$ cat src/core/synth_cfg_pkg.sv
// Field layout and constants of the synthesizer configuration words
package synth_cfg_pkg;
    localparam int WORD_W = 32;
    localparam int SEL_W = 3;
    localparam int LATCH_COUNT = 6;
    localparam logic [31:0] WORD_RESET = 32'h0000_0000;
    // Latch select codes in the three low bits
    localparam logic [2:0] SEL_INT_FRACTIONAL_NUMERATOR = 3'h0;
    localparam logic [2:0] SEL_PHASE_MOD = 3'h1;
    localparam logic [2:0] SEL_REF_PUMP = 3'h2;
    localparam logic [2:0] SEL_BAND_MODE = 3'h3;
    localparam logic [2:0] SEL_OUTPUT = 3'h4;
    localparam logic [2:0] SEL_SPARE = 3'h5;
    // Integer and fraction word
    localparam int INT_LSB = 15;
    localparam int INT_W = 16;
    localparam int FRACTIONAL_NUMERATOR_LSB = 3;
    localparam int FRACTIONAL_NUMERATOR_W = 12;
    // Phase and modulus word
    localparam int PHASE_ADJ_BIT = 28;
    localparam int PRESCALER_BIT = 27;
    localparam int PHASE_LSB = 15;
    localparam int PHASE_W = 12;
    localparam int MODULUS_LSB = 3;
    localparam int MODULUS_W = 12;
    // Reference, pump and control word
    localparam int NOISE_LSB = 29;
    localparam int TMUX_LSB = 26;
    localparam int DOUBLER_BIT = 25;
    localparam int HALVER_BIT = 24;
    localparam int REFDIV_LSB = 14;
    localparam int REFDIV_W = 10;
    localparam int DBUF_BIT = 13;
    localparam int PUMP_LSB = 9;
    localparam int PUMP_W = 4;
    localparam int LOCK_FN_BIT = 8;
    localparam int LOCK_PREC_BIT = 7;
    localparam int POLARITY_BIT = 6;
    localparam int PDOWN_BIT = 5;
    localparam int TRISTATE_BIT = 4;
    localparam int CNT_RESET_BIT = 3;
    // Band mode word
    localparam int FAST_BAND_BIT = 23;
    // Output word
    localparam int BAND_DIV_LSB = 12;
    localparam int BAND_DIV_W = 8;
    localparam int VCO_PDOWN_BIT = 11;
    localparam int MUTE_LOCK_BIT = 10;
    localparam int AUX_SEL_BIT = 9;
    localparam int AUX_EN_BIT = 8;
    localparam int AUX_PWR_LSB = 6;
    localparam int RF_EN_BIT = 5;
    localparam int PWR_LSB = 3;
    // Band selection length in band select clock periods
    localparam int BAND_CYCLES = 10;
endpackage

$ cat src/core/synth_config_register_bank.sv
// Write-only configuration register bank of the synthesizer
`timescale 1ns/1ps
`default_nettype none
module synth_config_register_bank
    import synth_cfg_pkg::*;
(
    // Clock, reset, enable
    input wire logic i_clock,
    input wire logic i_rst,
    input wire logic i_clk_en,
    // Serial programming pins
    input wire logic i_serial_clock,
    input wire logic i_serial_data,
    input wire logic i_latch_enable,
    // Loop status pins
    input wire logic i_ref_counter_out,
    input wire logic i_digital_lock,
    // Divider settings
    output logic [INT_W-1:0] o_int_value,
    output logic [FRACTIONAL_NUMERATOR_W-1:0] o_fractional_numerator,
    output logic [MODULUS_W-1:0] o_fractional_modulus,
    output logic [PHASE_W-1:0] o_phase_value,
    output logic o_phase_adjust,
    output logic o_prescaler_sel,
    // Reference and pump settings
    output logic [1:0] o_noise_mode,
    output logic [2:0] o_test_mux_output_sel,
    output logic o_ref_doubler,
    output logic o_reference_halver,
    output logic [REFDIV_W-1:0] o_ref_divider,
    output logic o_double_buffer,
    output logic [PUMP_W-1:0] o_pump_current,
    output logic o_lock_detect_function,
    output logic o_lock_detect_precision,
    output logic o_detector_polarity,
    output logic o_power_down,
    output logic o_pump_tristate,
    output logic o_counter_reset,
    // Band selection
    output logic o_fast_band_select,
    output logic o_band_select_busy,
    // Output stage
    output logic o_vco_power_down,
    output logic [1:0] o_output_power,
    output logic o_rf_output_on,
    output logic o_aux_output_on,
    output logic o_aux_select,
    output logic [1:0] o_aux_power
);
    // Pin synchronisers: serial clock, data, latch, reference, lock
    localparam int PIN_N = 5;
    logic [PIN_N-1:0] meta_r;
    logic [PIN_N-1:0] sync_r;
    logic [PIN_N-1:0] prev_r;
    wire [PIN_N-1:0] pins = {i_serial_clock, i_serial_data, i_latch_enable,
                             i_ref_counter_out, i_digital_lock};

    always_ff @(posedge i_clock or posedge i_rst) begin
        if (i_rst) begin
            meta_r <= '0;
            sync_r <= '0;
            prev_r <= '0;
        end else if (i_clk_en) begin
            meta_r <= pins;
            sync_r <= meta_r;
            prev_r <= sync_r;
        end
    end

    // Data is aligned with the clock edge because both take the same delay
    wire sclk_rise = sync_r[4] & ~prev_r[4];
    wire sdata = sync_r[3];
    wire latch_rise = sync_r[2] & ~prev_r[2];
    wire ref_rise = sync_r[1] & ~prev_r[1];
    wire lock_s = sync_r[0];

    logic [WORD_W-1:0] word;
    logic load;

    serial_shift_in #(
        .WIDTH(WORD_W)
    ) u_shift (
        .i_clock(i_clock),
        .i_rst(i_rst),
        .i_clk_en(i_clk_en),
        .i_shift(sclk_rise),
        .i_bit(sdata),
        .i_latch(latch_rise),
        .o_word(word),
        .o_load(load)
    );

    // Latches; codes six and seven are ignored
    logic [WORD_W-1:0] cfg_r [LATCH_COUNT];
    wire [SEL_W-1:0] lsel = word[SEL_W-1:0];
    wire lsel_ok = lsel <= SEL_SPARE;
    wire r0_load = load && lsel == SEL_INT_FRACTIONAL_NUMERATOR;
    wire [WORD_W-1:0] w1 = cfg_r[SEL_PHASE_MOD];
    wire [WORD_W-1:0] w2 = cfg_r[SEL_REF_PUMP];
    wire [WORD_W-1:0] w4 = cfg_r[SEL_OUTPUT];

    always_ff @(posedge i_clock or posedge i_rst) begin
        if (i_rst) begin
            for (int i = 0; i < LATCH_COUNT; i++) begin
                cfg_r[i] <= WORD_RESET;
            end
        end else if (i_clk_en && load && lsel_ok) begin
            cfg_r[lsel] <= word;
        end
    end

    // Double-buffered copies, taken over only on a word 0 write
    logic [MODULUS_W-1:0] modulus_act_r;
    logic [PHASE_W-1:0] phase_act_r;
    logic doubler_act_r;
    logic halver_act_r;
    logic [REFDIV_W-1:0] refdiv_act_r;
    logic [PUMP_W-1:0] pump_act_r;

    always_ff @(posedge i_clock or posedge i_rst) begin
        if (i_rst) begin
            modulus_act_r <= '0;
            phase_act_r <= '0;
            doubler_act_r <= 1'b0;
            halver_act_r <= 1'b0;
            refdiv_act_r <= '0;
            pump_act_r <= '0;
        end else if (i_clk_en && r0_load) begin
            modulus_act_r <= w1[MODULUS_LSB +: MODULUS_W];
            phase_act_r <= w1[PHASE_LSB +: PHASE_W];
            doubler_act_r <= w2[DOUBLER_BIT];
            halver_act_r <= w2[HALVER_BIT];
            refdiv_act_r <= w2[REFDIV_LSB +: REFDIV_W];
            pump_act_r <= w2[PUMP_LSB +: PUMP_W];
        end
    end

    assign o_fractional_modulus = modulus_act_r;
    assign o_phase_value = phase_act_r;
    assign o_ref_doubler = doubler_act_r;
    assign o_reference_halver = halver_act_r;
    assign o_ref_divider = refdiv_act_r;
    assign o_pump_current = pump_act_r;

    // Direct fields, each a bit slice of a latch
    assign o_int_value = cfg_r[SEL_INT_FRACTIONAL_NUMERATOR][INT_LSB +: INT_W];
    assign o_fractional_numerator = cfg_r[SEL_INT_FRACTIONAL_NUMERATOR][FRACTIONAL_NUMERATOR_LSB +: FRACTIONAL_NUMERATOR_W];
    assign o_phase_adjust = w1[PHASE_ADJ_BIT];
    assign o_prescaler_sel = w1[PRESCALER_BIT];
    assign o_noise_mode = w2[NOISE_LSB +: 2];
    assign o_test_mux_output_sel = w2[TMUX_LSB +: 3];
    assign o_double_buffer = w2[DBUF_BIT];
    assign o_lock_detect_function = w2[LOCK_FN_BIT];
    assign o_lock_detect_precision = w2[LOCK_PREC_BIT];
    assign o_detector_polarity = w2[POLARITY_BIT];
    assign o_power_down = w2[PDOWN_BIT];
    assign o_pump_tristate = w2[TRISTATE_BIT];
    assign o_counter_reset = w2[CNT_RESET_BIT];
    assign o_fast_band_select = cfg_r[SEL_BAND_MODE][FAST_BAND_BIT];
    assign o_vco_power_down = w4[VCO_PDOWN_BIT];
    assign o_output_power = w4[PWR_LSB +: 2];
    assign o_aux_select = w4[AUX_SEL_BIT];
    assign o_aux_power = w4[AUX_PWR_LSB +: 2];

    // Band selection start: once after reset, then on word 0 writes while phase adjust is clear
    logic boot_r;
    logic band_pulse;
    wire phase_adj = w1[PHASE_ADJ_BIT];
    wire band_start = boot_r | (r0_load & ~phase_adj);

    always_ff @(posedge i_clock or posedge i_rst) begin
        if (i_rst) begin
            boot_r <= 1'b1;
        end else if (i_clk_en) begin
            boot_r <= 1'b0;
        end
    end

    band_select_timer #(
        .DIV_W(BAND_DIV_W),
        .CYCLES(BAND_CYCLES)
    ) u_band (
        .i_clock(i_clock),
        .i_rst(i_rst),
        .i_clk_en(i_clk_en),
        .i_ref_tick(ref_rise),
        .i_divider(w4[BAND_DIV_LSB +: BAND_DIV_W]),
        .i_start(band_start),
        .o_busy(o_band_select_busy),
        .o_band_tick(band_pulse)
    );

    // Band clock periods counted apart from the timer, for its own check
    localparam int SEEN_W = $clog2(BAND_CYCLES + 1);
    logic [SEEN_W-1:0] band_seen_r;

    always_ff @(posedge i_clock or posedge i_rst) begin
        if (i_rst) begin
            band_seen_r <= '0;
        end else if (i_clk_en) begin
            if (band_start) begin
                band_seen_r <= '0;
            end else if (band_pulse) begin
                band_seen_r <= band_seen_r + 1'b1;
            end
        end
    end

    // Output stage gating; supply held off while unlocked if muting
    wire mute_lock = w4[MUTE_LOCK_BIT];
    wire rf_on_nxt = w4[RF_EN_BIT] & (~mute_lock | lock_s);
    wire aux_on_nxt = w4[AUX_EN_BIT] & rf_on_nxt;

    always_ff @(posedge i_clock or posedge i_rst) begin
        if (i_rst) begin
            o_rf_output_on <= 1'b0;
            o_aux_output_on <= 1'b0;
        end else if (i_clk_en) begin
            o_rf_output_on <= rf_on_nxt;
            o_aux_output_on <= aux_on_nxt;
        end
    end
endmodule
`default_nettype wire

$ cat src/core/serial_shift_in.sv
// 32-bit serial input shift register with latch capture
`timescale 1ns/1ps
`default_nettype none
module serial_shift_in
    import synth_cfg_pkg::*;
#(
    parameter int WIDTH = WORD_W
) (
    // Clock and reset
    input wire logic i_clock,
    input wire logic i_rst,
    input wire logic i_clk_en,
    // Serial strobes, already synchronised
    input wire logic i_shift,
    input wire logic i_bit,
    input wire logic i_latch,
    // Captured word
    output logic [WIDTH-1:0] o_word,
    output logic o_load
);
    if (WIDTH < SEL_W + 1) begin : g_chk
        $error("WIDTH too small for select code");
    end

    logic [WIDTH-1:0] shift_r;

    always_ff @(posedge i_clock or posedge i_rst) begin
        if (i_rst) begin
            shift_r <= '0;
            o_word <= '0;
            o_load <= 1'b0;
        end else if (i_clk_en) begin
            if (i_shift) begin
                shift_r <= {shift_r[WIDTH-2:0], i_bit};
            end
            o_load <= i_latch;
            if (i_latch) begin
                o_word <= shift_r;
            end
        end
    end
endmodule
`default_nettype wire

$ cat src/core/band_select_timer.sv
// Band selection timer clocked by the divided reference counter output
`timescale 1ns/1ps
`default_nettype none
module band_select_timer
    import synth_cfg_pkg::*;
#(
    parameter int DIV_W = BAND_DIV_W,
    parameter int CYCLES = BAND_CYCLES
) (
    // Clock and reset
    input wire logic i_clock,
    input wire logic i_rst,
    input wire logic i_clk_en,
    // Reference ticks, divider and start
    input wire logic i_ref_tick,
    input wire logic [DIV_W-1:0] i_divider,
    input wire logic i_start,
    // Status
    output logic o_busy,
    output logic o_band_tick
);
    localparam int CNT_W = (CYCLES > 1) ? $clog2(CYCLES) : 1;
    localparam logic [CNT_W-1:0] CYC_LAST = CNT_W'(CYCLES - 1);

    if (CYCLES < 1 || DIV_W < 1) begin : g_chk
        $error("band timer parameters out of range");
    end

    logic [DIV_W-1:0] div_cnt_r;
    logic [CNT_W-1:0] cyc_cnt_r;
    // A zero divider is served as divide-by-one
    wire [DIV_W-1:0] div_last = (i_divider == '0) ? '0 : i_divider - 1'b1;
    wire div_wrap = div_cnt_r == div_last;
    wire band_tick = o_busy & i_ref_tick & div_wrap;

    always_ff @(posedge i_clock or posedge i_rst) begin
        if (i_rst) begin
            o_busy <= 1'b0;
            o_band_tick <= 1'b0;
            div_cnt_r <= '0;
            cyc_cnt_r <= '0;
        end else if (i_clk_en) begin
            o_band_tick <= band_tick;
            if (i_start) begin
                o_busy <= 1'b1;
                div_cnt_r <= '0;
                cyc_cnt_r <= '0;
            end else if (o_busy && i_ref_tick) begin
                div_cnt_r <= div_wrap ? '0 : div_cnt_r + 1'b1;
                if (div_wrap) begin
                    cyc_cnt_r <= cyc_cnt_r + 1'b1;
                    if (cyc_cnt_r == CYC_LAST) begin
                        o_busy <= 1'b0;
                        cyc_cnt_r <= '0;
                    end
                end
            end
        end
    end
endmodule
`default_nettype wire

$ cat config.mk
export PLATFORM = sky130hd
export DESIGN_NAME = synth_config_register_bank
export DESIGN_NICKNAME = d
export VERILOG_FILES = /design/src/core/synth_cfg_pkg.sv /design/src/core/synth_config_register_bank.sv /design/src/core/serial_shift_in.sv /design/src/core/band_select_timer.sv
export SDC_FILE = /design/constraint.sdc
export NUM_CORES = 1
export LEC_CHECK = 0
export ABC_AREA = 0
export BUFFER_PORTS_ARGS = -buffer_cell sky130_fd_sc_hd__buf_2
export CAP_MARGIN = 20
export CELL_PAD_IN_SITES_DETAIL_PLACEMENT = 1
export CELL_PAD_IN_SITES_GLOBAL_PLACEMENT = 2
export CORE_MARGIN = 4
export CORE_UTILIZATION = 38
export DETAILED_ROUTE_END_ITERATION = 7
export GPL_ROUTABILITY_DRIVEN = 0
export PLACE_DENSITY = 0.79
export SLEW_MARGIN = 20
export SYNTH_ARGS = -nofsm -noshare
export SYNTH_HDL_FRONTEND = slang
export SYNTH_SLANG_ARGS = --single-unit
$ cat constraint.sdc
create_clock -name i_clock -period 7.8 [get_ports i_clock]
set_clock_uncertainty 0.15 [all_clocks]
set_input_delay 1.17 -clock i_clock [delete_from_list [all_inputs] [get_ports i_clock]]
set_output_delay 1.17 -clock i_clock [all_outputs]
set_load 0.01 [all_outputs]
==> run_results.csv, run 1 <==
group,metric,value,unit
global_routing,grt_max_degree,153,
critical_path,worst-setup-path-type,"flip-flop to flip-flop",
die,initial_core_util,39.07,%
route,drt_wl_total,20270,um
route,postRouteAntennaNets,0,
flow_run,cap_violations,0,
placed_design,dpl.hpwl,13270,um
clock_tree,clock_latency,0.51,ns
die,io_pins,100,
clock_tree,h-tree-depth,1,
clock_tree,cts_tree,"done",
die,die_area,0.02791,mm2
status,status,"completed",
die,core_area,0.02460,mm2
global_routing,grt_util_all_layers,14.31,%
die,die_x,167.1,um
route,vias,5486,
final_layout,area_growth,14.03,%
sta,setup-tns-final,0,ns
sta,finalSetupViolCount,0,
synthesis,ys_seq_elements,232,
global_routing,antenna_found_initial,0,
worst_hold_path,hp-class,"flip-flop to flip-flop",
clock_tree,numCtsBuffers,25,
power,p_leak,5.714,nW
critical_path,critical_path.cell_chain,"inv_1 -> ha_1 -> nor4b_1 -> nand2_1 -> a311o_1 -> a32o_1 -> o31ai_4 -> and2b_1 -> o22ai_1",
route,firstDrtPassIters,4,
power,peakVddDrop,145.4,uV
synthesis,yosysWarnings,0,
sta,hold_viol,0,
critical_path,worstPathRequired,8.02,ns
sta,setup_ws,4.165,ns
synthesis,yosys.cell_count.top_type,"dfrtp_1",
synthesis,syn_avg_cell_area,14.37,um2
sta,period_share,46.61,%
clock_tree,root_buffer,"clkbuf_16",
sta,timing.hold.ws,0.3455,ns
synthesis,synth_area_leaders,"dfrtp_1 (60%), mux2_2 (25%), buf_4 (2.9%)",
clock_tree,clock-sinks,232,
critical_path,crit_buf_inv,1,
final_layout,final_nets,745,
critical_path,startpoint_type,"flip-flop",
critical_path,slowest_stage,"nor4b_1",
synthesis,synth_cell_types,52,
placed_design,dp_slack,4.127,ns
sta,max_slew.worst_pin.slew,1.013,ns
die,die_h,167.1,um
final_layout,drive_gt1_share,48.73,%
synthesis,synth_fp_nets,681,
route,drt-initial-drc-count,179,
synthesis,syn_area,0.009614,mm2
sta,timing_max_transition_violations_final,0,
synthesis,synth_top_cell_area_share,60.12,%
clock_tree,cts_buffer_depth,3,
worst_hold_path,min-delay-start,"boot_r",
route,drc_errors,0,
critical_path,worstSetupStartpoint,"w4[12]",
critical_path,reg2reg_from,"w4[12]",
placed_design,portBuffers,99,
route,viasPerCell,5.113,
synthesis,synth_edf_count,0,
global_routing,grt_pass1_vias,6227,
sta,fmax,0.2751,GHz
critical_path,path_max_fanout,10,
synthesis,synth_top_area_cell,"dfrtp_1",
synthesis,synth_seq_area_share,60.40,%
sta,rsz0062_at_grt,"no",
clock_tree,clk_pin_slew_worst_paths,0.06,ns
die,rows,57,
clock_tree,ctsHoldBuffers,0,
synthesis,synth_ff_type,"dfrtp_1",
clock_tree,post-cts-setup-buffers,0,
critical_path,endpoint_kind,"flip-flop",
power,power_density,257.8,mW/mm2
global_routing,grt.overflow.total,0,
critical_path,path_delay_family,"compound AO/OA/AOI/OAI gates",
critical_path,max_stage_delay,0.69,ns
route,wl_per_cell,18.89,um
sta,slew_headroom,32.14,%
synthesis,netlist_instances,669,
final_layout,diodes,0,
clock_tree,cts_resized,0,
global_routing,grt_pass1_wl,33030,um
power,total_power,2.826,mW
synthesis,yosys-top-cells-count,"dfrtp_1 (231), mux2_2 (216), buf_4 (37)",
synthesis,async_flop_share,100.0,%
critical_path,arrival,3.85,ns
sta,finalCriticalPeriod,3.635,ns
worst paths after layout:
check / cells past startpoint / slack (ns) / endpoint
max: 9 / 4.16 / u_band.cyc_cnt_r[1]
min: 1 / 0.35 / boot_r
max reg2reg: 9 / 4.16 / u_band.cyc_cnt_r[1]
min reg2reg: 1 / 0.35 / boot_r
max in group asynchronous: 3 / 5.61 / o_int_value[15]
min in group asynchronous: 2 / 0.62 / o_fractional_numerator[2]
worst register-to-register path, stage by stage, from the launching register on:
cell	delay [ns]
dfrtp_1	0.44
inv_1	0.10
ha_1	0.33
nor4b_1	0.69
nand2_1	0.24
a311o_1	0.33
a32o_1	0.31
o31ai_4	0.47
and2b_1	0.30
o22ai_1	0.13
state kept, by name (all words and copies together) (netlist names), 12 cells and up:
name                    cells
u_shift.o_word             31
u_shift.shift_r            31
w4                         17
o_fractional_numerator     12
o_fractional_modulus       12
o_phase_value              12
o_int_value                16
w1                         26
w2                         28
per-layer routing:
layer  vias up  global-route usage (%)  routed length [um]
met5         -                       0                   0
met2       108                   25.50               10400
met1      2884                   17.36                8352
met3        36                   3.152                 980
li1       2458                       -                   -
met4         0                   4.305                 539
cell usage in the layout (no fill, tap or decap), drive strengths merged, types with 3 or more instances in the layout:
| master | n |
|---|---|
| a21oi | 10 |
| nor3b | 4 |
| nor4 | 3 |
| mux2 | 216 |
| inv | 14 |
| a21o | 6 |
| nand3b | 4 |
| nand4b | 3 |
| xor2 | 3 |
| buf | 104 |
| nor2 | 12 |
| dfrtp | 231 |
| xnor2 | 7 |
| nor3 | 8 |
| o211ai | 4 |
| nand2 | 17 |
| nor2b | 4 |
| ha | 4 |
| or3 | 5 |
| clkbuf | 36 |
| o31ai | 3 |
| nand3 | 9 |
| clkinv | 5 |
| o21ai | 6 |
power by group:
| group | leakage [nW] | internal [mW] | switching [mW] |
|---|---|---|---|
| sequential | 3.16 | 1.31 | 0.104 |
| clock | 0.373 | 0.652 | 0.459 |
| combinational | 2.19 | 0.149 | 0.156 |
layout make-up:
type / count / area, um2
Sequential cell: 232 / 5807
Timing Repair Buffer: 105 / 544.3
Tap cell: 324 / 405.4
Multi-Input combinational cell: 355 / 3371
Fill cell: 2474 / 13640
Clock inverter: 8 / 77.57
Clock buffer: 35 / 693.2
Inverter: 14 / 65.06
through the flow:
step,util (%),instance area [um2],cells
floorplan,-,9614,669
global placement,41.36,10180,1029
detailed placement,41.36,10180,1029
CTS,44.49,10950,1072
global route,44.56,10960,1073
finish,44.56,10960,1073
logic make-up after synthesis:
family,share of synthesized area (%)
mux,25.40
compound gates,3.267
flops,60.40
simple gates,4.828
buf+inv,4.672
xor+xnor,0.9110
fa+ha+maj,0.5206
Note: power is estimated with default switching activity, not from simulation.
==> run 2: changes to the inputs <==
ABC_AREA = 1   (was 0)
CORE_UTILIZATION = 37   (was 38)
PLACE_DENSITY = 0.81   (was 0.79)
clock period = 3.5 ns   (was 7.8 ns; I/O delays follow)
==> run_results.csv, run 2 <==
group,metric,value,unit
synthesis,yosysWarnings,0,
global_routing,grt_pass1_wl,36530,um
die,initial_core_util,37.56,%
synthesis,synth_seq_area_share,61.58,%
route,drt-initial-drc-count,394,
synthesis,syn_avg_cell_area,9.937,um2
clock_tree,h-tree-depth,1,
route,drt_wl_total,21560,um
critical_path,worstSetupStartpoint,"w4[12]",
final_layout,final_util,43.70,%
synthesis,yosys.cell_count.top_type,"nand2_1",
synthesis,synth_area_leaders,"dfrtp_1 (61%), o21ai_0 (9.3%), nand2_1 (9.2%)",
sta,fmax,0.4376,GHz
synthesis,synth_ff_type,"dfrtp_1",
clock_tree,clk_pin_slew_worst_paths,0.06,ns
critical_path,worst-setup-path-type,"flip-flop to flip-flop",
synthesis,netlist_instances,949,
global_routing,grt_max_degree,64,
route,postRouteAntennaNets,0,
sta,max_slew.worst_pin.slew,0.7415,ns
sta,slew_headroom,50.46,%
route,wl_per_cell,15.87,um
final_layout,area_growth,16.36,%
route,viasPerCell,4.746,
critical_path,path_common_cell,"nand2_1",
final_layout,regArea,0.005807,mm2
worst_hold_path,hp-class,"input pin to flip-flop",
die,die_area,0.02810,mm2
route,firstDrtPassIters,4,
final_layout,final_nets,1021,
clock_tree,root_buffer,"clkbuf_16",
global_routing,antenna_found_initial,0,
final_layout,fillers,2889,
clock_tree,clock-sinks,232,
critical_path,path_max_fanout,9,
final_layout,drive_gt1_share,22.25,%
critical_path,worstPathRequired,3.75,ns
synthesis,ys_seq_elements,232,
critical_path,critical_path.cell_chain,"inv_1 -> ha_1 -> nand2_1 -> nor2_2 -> nand3_2 -> nand2_1 -> nand2_1 -> nand2_1 -> nand2_1 -> nor2_2 -> nand3_2 -> nand2_4 -> nand2_4 -> nand2_1 -> o21ai_2",
worst_hold_path,min-delay-start,"i_digital_lock",
critical_path,max_stage_delay,0.39,ns
placed_design,dp_cells,1310,
final_layout,diodes,0,
route,vias,6450,
synthesis,synth_top_cell_area_share,61.30,%
final_layout,multi_input_area,0.002853,mm2
placed_design,dp_slack,0.8271,ns
sta,timing_max_transition_violations_final,0,
critical_path,endpoint_kind,"flip-flop",
die,rows,58,
sta,hold_viol,0,
global_routing,grt_util_all_layers,15.64,%
clock_tree,numCtsBuffers,26,
synthesis,synth_fp_nets,961,
status,status,"completed",
sta,setup_ws,1.215,ns
power,peakVddDrop,305.6,uV
sta,period_share,65.29,%
critical_path,arrival,2.54,ns
clock_tree,cts_tree,"done",
placed_design,portBuffers,99,
clock_tree,post-cts-setup-buffers,0,
die,die_h,167.6,um
synthesis,synth_cell_types,33,
synthesis,synth_top_area_cell,"dfrtp_1",
sta,finalSetupViolCount,0,
critical_path,startpoint_type,"flip-flop",
flow_run,cap_violations,0,
final_layout,final_common_cell,"nand2_1",
route,drc_errors,0,
clock_tree,cts_buffer_depth,3,
synthesis,yosys-top-cells-count,"nand2_1 (232), dfrtp_1 (231), o21ai_0 (175)",
power,power_density,604.0,mW/mm2
critical_path,reg2reg_from,"w4[12]",
die,die_x,167.6,um
final_layout,stdcell_area,0.01097,mm2
global_routing,grt_pass1_vias,6841,
sta,rsz0062_at_grt,"no",
power,p_leak,5.368,nW
synthesis,async_flop_share,100.0,%
power,total_power,6.627,mW
die,core_area,0.02511,mm2
critical_path,rrSetupSlack,1.21,ns
synthesis,synth_edf_count,0,
synthesis,syn_area,0.009430,mm2
global_routing,grt.overflow.total,0,
critical_path,slowest_stage,"dfrtp_1",
die,io_pins,100,
clock_tree,clock_latency,0.53,ns
placed_design,place_area,0.01007,mm2
final_layout,instances_no_fill,1359,
clock_tree,cts_resized,0,
placed_design,dpl.hpwl,14530,um
final_layout,layout_common_cells,"nand2_1 (232), dfrtp_1 (231), o21ai_0 (175)",
sta,finalCriticalPeriod,2.285,ns
run 2: changes by cell type after synthesis, sizes merged, moves of 10 or more:
cell    delta
clkbuf    +17
inv       +84
mux2     -176
nand2    +222
nand3     +17
nor2      +10
o21ai    +180
run 2: path summary, 6_finish.rpt:
kind | cells past startpoint | endpoint
worst max-delay path | 15 | u_band.cyc_cnt_r[3]
worst min-delay path | 3 | meta_r[0]
worst max register to register | 15 | u_band.cyc_cnt_r[3]
worst min register to register | 2 | meta_r[0]
max in group asynchronous | 4 | boot_r
min in group asynchronous | 3 | w1[26]
run 2: routing by layer:
| metal | wire (um) | vias to the layer above | GRT usage [%] |
|---|---|---|---|
| li1 | - | 3134 | - |
| met1 | 9939 | 3210 | 21.19 |
| met2 | 10600 | 79 | 26.91 |
| met3 | 674 | 27 | 2.219 |
| met4 | 344 | 0 | 3.423 |
| met5 | 0 | - | 0 |
run 2: area by class of cell:
cell class,count,area share (%)
flip-flops and latches,232,52.92
repair buffers,110,5.861
inverters,99,3.455
multi-input cells,540,26.00
well taps,330,3.763
clock buffers,40,7.047
clock inverters,8,0.9578
run 2: through the flow:
| step | hold WS, ns | TNS [ns] |
|---|---|---|
| 6_report | 0.06427 | 0 |
| 5_1_grt | 0.08485 | 0 |
| 4_1_cts | 0.04092 | 0 |
| 3_5_place_dp | 0.3191 | 0 |
| 3_3_place_gp | 0.3080 | 0 |
| 2_1_floorplan | 0.2922 | -48.54 |
run 2: cells by family after synthesis:
family	count (synthesis)	synth area share, %
buf+inv	177	8.677
simple gates	295	13.11
fa+ha+maj	4	0.5307
xor+xnor	3	0.2787
flops	232	61.58
compound gates	198	11.05
mux	40	4.776
run 2: timing repair:
item | in CTS | in global routing
hold buffers | 1 | 0
setup endpoints to repair | 0 | 0
hold endpoints to repair | 25 | 0
run 2: worst max-delay path: cells and delay by family, from the launching register on:
family,cells,cell delay (ns)
compound gates,1,0.05
fa+ha+maj,1,0.27
buf+inv,1,0.13
simple gates,12,1.18
flops,1,0.39
run 2: power breakdown:
group          internal [mW]  switching, mW
Sequential              2.89          0.156
Combinational          0.270          0.559
Clock                   1.67           1.09
Total                   4.83           1.80
==> run 3: changes to the inputs <==
CORE_UTILIZATION = 34   (was 37)
PLACE_DENSITY = 0.79   (was 0.81)
clock period = 2.05 ns   (was 3.5 ns; I/O delays follow)
==> run_results.csv, run 3 (synthesized netlist as in run 2, its figures left out) <==
group,metric,value,unit
final_layout,area_growth,19.49,%
route,vias,6525,
global_routing,grt_pass1_vias,7006,
critical_path,path_delay_family,"simple AND/OR/NAND/NOR gates",
placed_design,portBuffers,99,
sta,fmax,0.5063,GHz
status,status,"completed",
global_routing,antenna_found_initial,0,
route,drt_wl_total,22360,um
sta,finalSetupViolCount,0,
die,initial_core_util,34.80,%
die,die_x,174.5,um
global_routing,grt_util_all_layers,14.97,%
worst_hold_path,hp-class,"input pin to asynchronous set/reset pin",
power,p_leak,5.484,nW
final_layout,diodes,0,
critical_path,reg2reg_from,"w4[14]",
critical_path,max_stage_delay,0.45,ns
sta,timing_max_transition_violations_final,0,
route,wl_per_cell,15.74,um
die,core_area,0.02710,mm2
critical_path,worst-setup-path-type,"flip-flop to flip-flop",
clock_tree,clk_pin_slew_worst_paths,0.06,ns
critical_path,endpoint_kind,"flip-flop",
clock_tree,post-cts-setup-buffers,0,
sta,rsz0062_at_grt,"yes",
critical_path,path_common_cell,"nand2_1",
die,io_pins,100,
power,peakVddDrop,507.3,uV
sta,max_slew.worst_pin.slew,0.5580,ns
die,die_h,174.5,um
final_layout,final_nets,1048,
critical_path,worstPathRequired,2.31,ns
die,rows,60,
clock_tree,root_buffer,"clkbuf_16",
critical_path,rrSetupSlack,0.08,ns
final_layout,final_common_cell,"nand2_1",
critical_path,rr_worst_depth,14,
critical_path,arrival,2.23,ns
clock_tree,clock-sinks,232,
critical_path,crit_buf_inv,1,
placed_design,dpl.hpwl,15380,um
route,drt-initial-drc-count,309,
sta,finalCriticalPeriod,1.975,ns
critical_path,startpoint_type,"flip-flop",
placed_design,dp_cells,1373,
clock_tree,h-tree-depth,1,
clock_tree,cts_tree,"done",
power,power_density,1011,mW/mm2
clock_tree,cts_buffer_depth,3,
critical_path,path_max_fanout,9,
die,die_area,0.03046,mm2
final_layout,instances_no_fill,1421,
final_layout,layout_common_cells,"nand2_1 (231), dfrtp_1 (230), o21ai_0 (175)",
route,firstDrtPassIters,4,
critical_path,reg2reg_to,"u_band.cyc_cnt_r[2]",
clock_tree,numCtsBuffers,26,
route,drc_errors,0,
route,viasPerCell,4.592,
critical_path,slowest_stage,"dfrtp_1",
global_routing,grt_pass1_wl,37740,um
sta,slew_headroom,62.80,%
sta,hold_viol,0,
final_layout,final_util,41.58,%
flow_run,cap_violations,0,
global_routing,grt_max_degree,95,
final_layout,drive_gt1_share,23.93,%
clock_tree,clock_latency,0.52,ns
route,postRouteAntennaNets,0,
global_routing,grt.overflow.total,0,
critical_path,critical_path.cell_chain,"nor2_1 -> nand2_2 -> inv_2 -> nand2_1 -> nand2_1 -> nand3_1 -> nand2_1 -> nand2_1 -> nor2_1 -> nand3_2 -> nand2_4 -> nand2_8 -> nand2_1 -> o21ai_2",
sta,period_share,96.34,%
run 3: worst max-delay path by stage:
stage | start | end | slack [ns] | cells past startpoint
5_1_grt | w4[14] | u_band.cyc_cnt_r[1] | -0.09 | 14
2_1_floorplan | i_rst | meta_r[0] | -1.44 | 1
3_3_place_gp | w4[12] | u_band.div_cnt_r[4] | 0.01 | 14
4_1_cts | w4[13] | u_band.cyc_cnt_r[1] | 0.008 | 15
6_report | w4[14] | u_band.cyc_cnt_r[2] | 0.08 | 14
3_5_place_dp | w4[12] | u_band.cyc_cnt_r[1] | -0.06 | 15
run 3: worst reg2reg max path: stages, from the launching register on:
cell     delay, ns
dfrtp_1       0.45
nor2_1        0.19
nand2_2       0.11
inv_2         0.07
nand2_1       0.04
nand2_1       0.10
nand3_1       0.08
nand2_1       0.06
nand2_1       0.05
nor2_1        0.12
nand3_2       0.11
nand2_4       0.12
nand2_8       0.08
nand2_1       0.08
o21ai_2       0.05
run 3: per-stage QoR:
| stage | total power, mW | cell area [um2] | worst slack, ns | setup TNS [ns] | hold slack (ns) |
|---|---|---|---|---|---|
| 3_5_place_dp | 6.858 | 10320 | -0.06099 | -0.5138 | 0.3129 |
| 2_1_floorplan | 6.297 | 9434 | -1.443 | -333.90 | 0.2741 |
| 5_1_grt | 11.98 | 11270 | -0.09491 | -0.9345 | 0.3423 |
| 3_3_place_gp | 6.801 | 10320 | 0.01242 | 0 | 0.3062 |
| 6_report | 11.39 | 11270 | 0.07505 | 0 | 0.2924 |
| 4_1_cts | 11.58 | 11260 | 0.008074 | 0 | 0.2895 |
run 3: what timing repair did:
| item | in CTS | in global routing |
|---|---|---|
| hold buffers | 7 | 0 |
| hold endpoints to repair | 152 | 0 |
| endpoints found under the setup margin | 12 | 13 |
| pin swaps | 4 | 4 |
| gates resized for setup | 6 | 4 |
run 3: per-layer routing:
metal | global-route usage (%) | routed length (um)
met4 | 3.797 | 371
met1 | 20.34 | 10470
met5 | 0 | 0
met3 | 2.284 | 776
met2 | 25.25 | 10750
run 3: cell type report:
| type | instances | area [um2] |
|---|---|---|
| Clock buffer | 35 | 724.4 |
| Timing Repair Buffer | 137 | 902.1 |
| Fill cell | 3022 | 15830 |
| Inverter | 99 | 379.1 |
| Sequential cell | 232 | 5808 |
| Clock inverter | 6 | 120.1 |
| Tap cell | 372 | 465.4 |
| Multi-Input combinational cell | 540 | 2869 |
run 3: report_power, final:
part	leakage [nW]	switching, mW	total, mW	internal [mW]
registers	3.19	0.262	5.19	4.93
clock network	0.412	1.78	4.61	2.83
logic	1.88	1.02	1.59	0.566
total	5.48	3.06	11.4	8.33
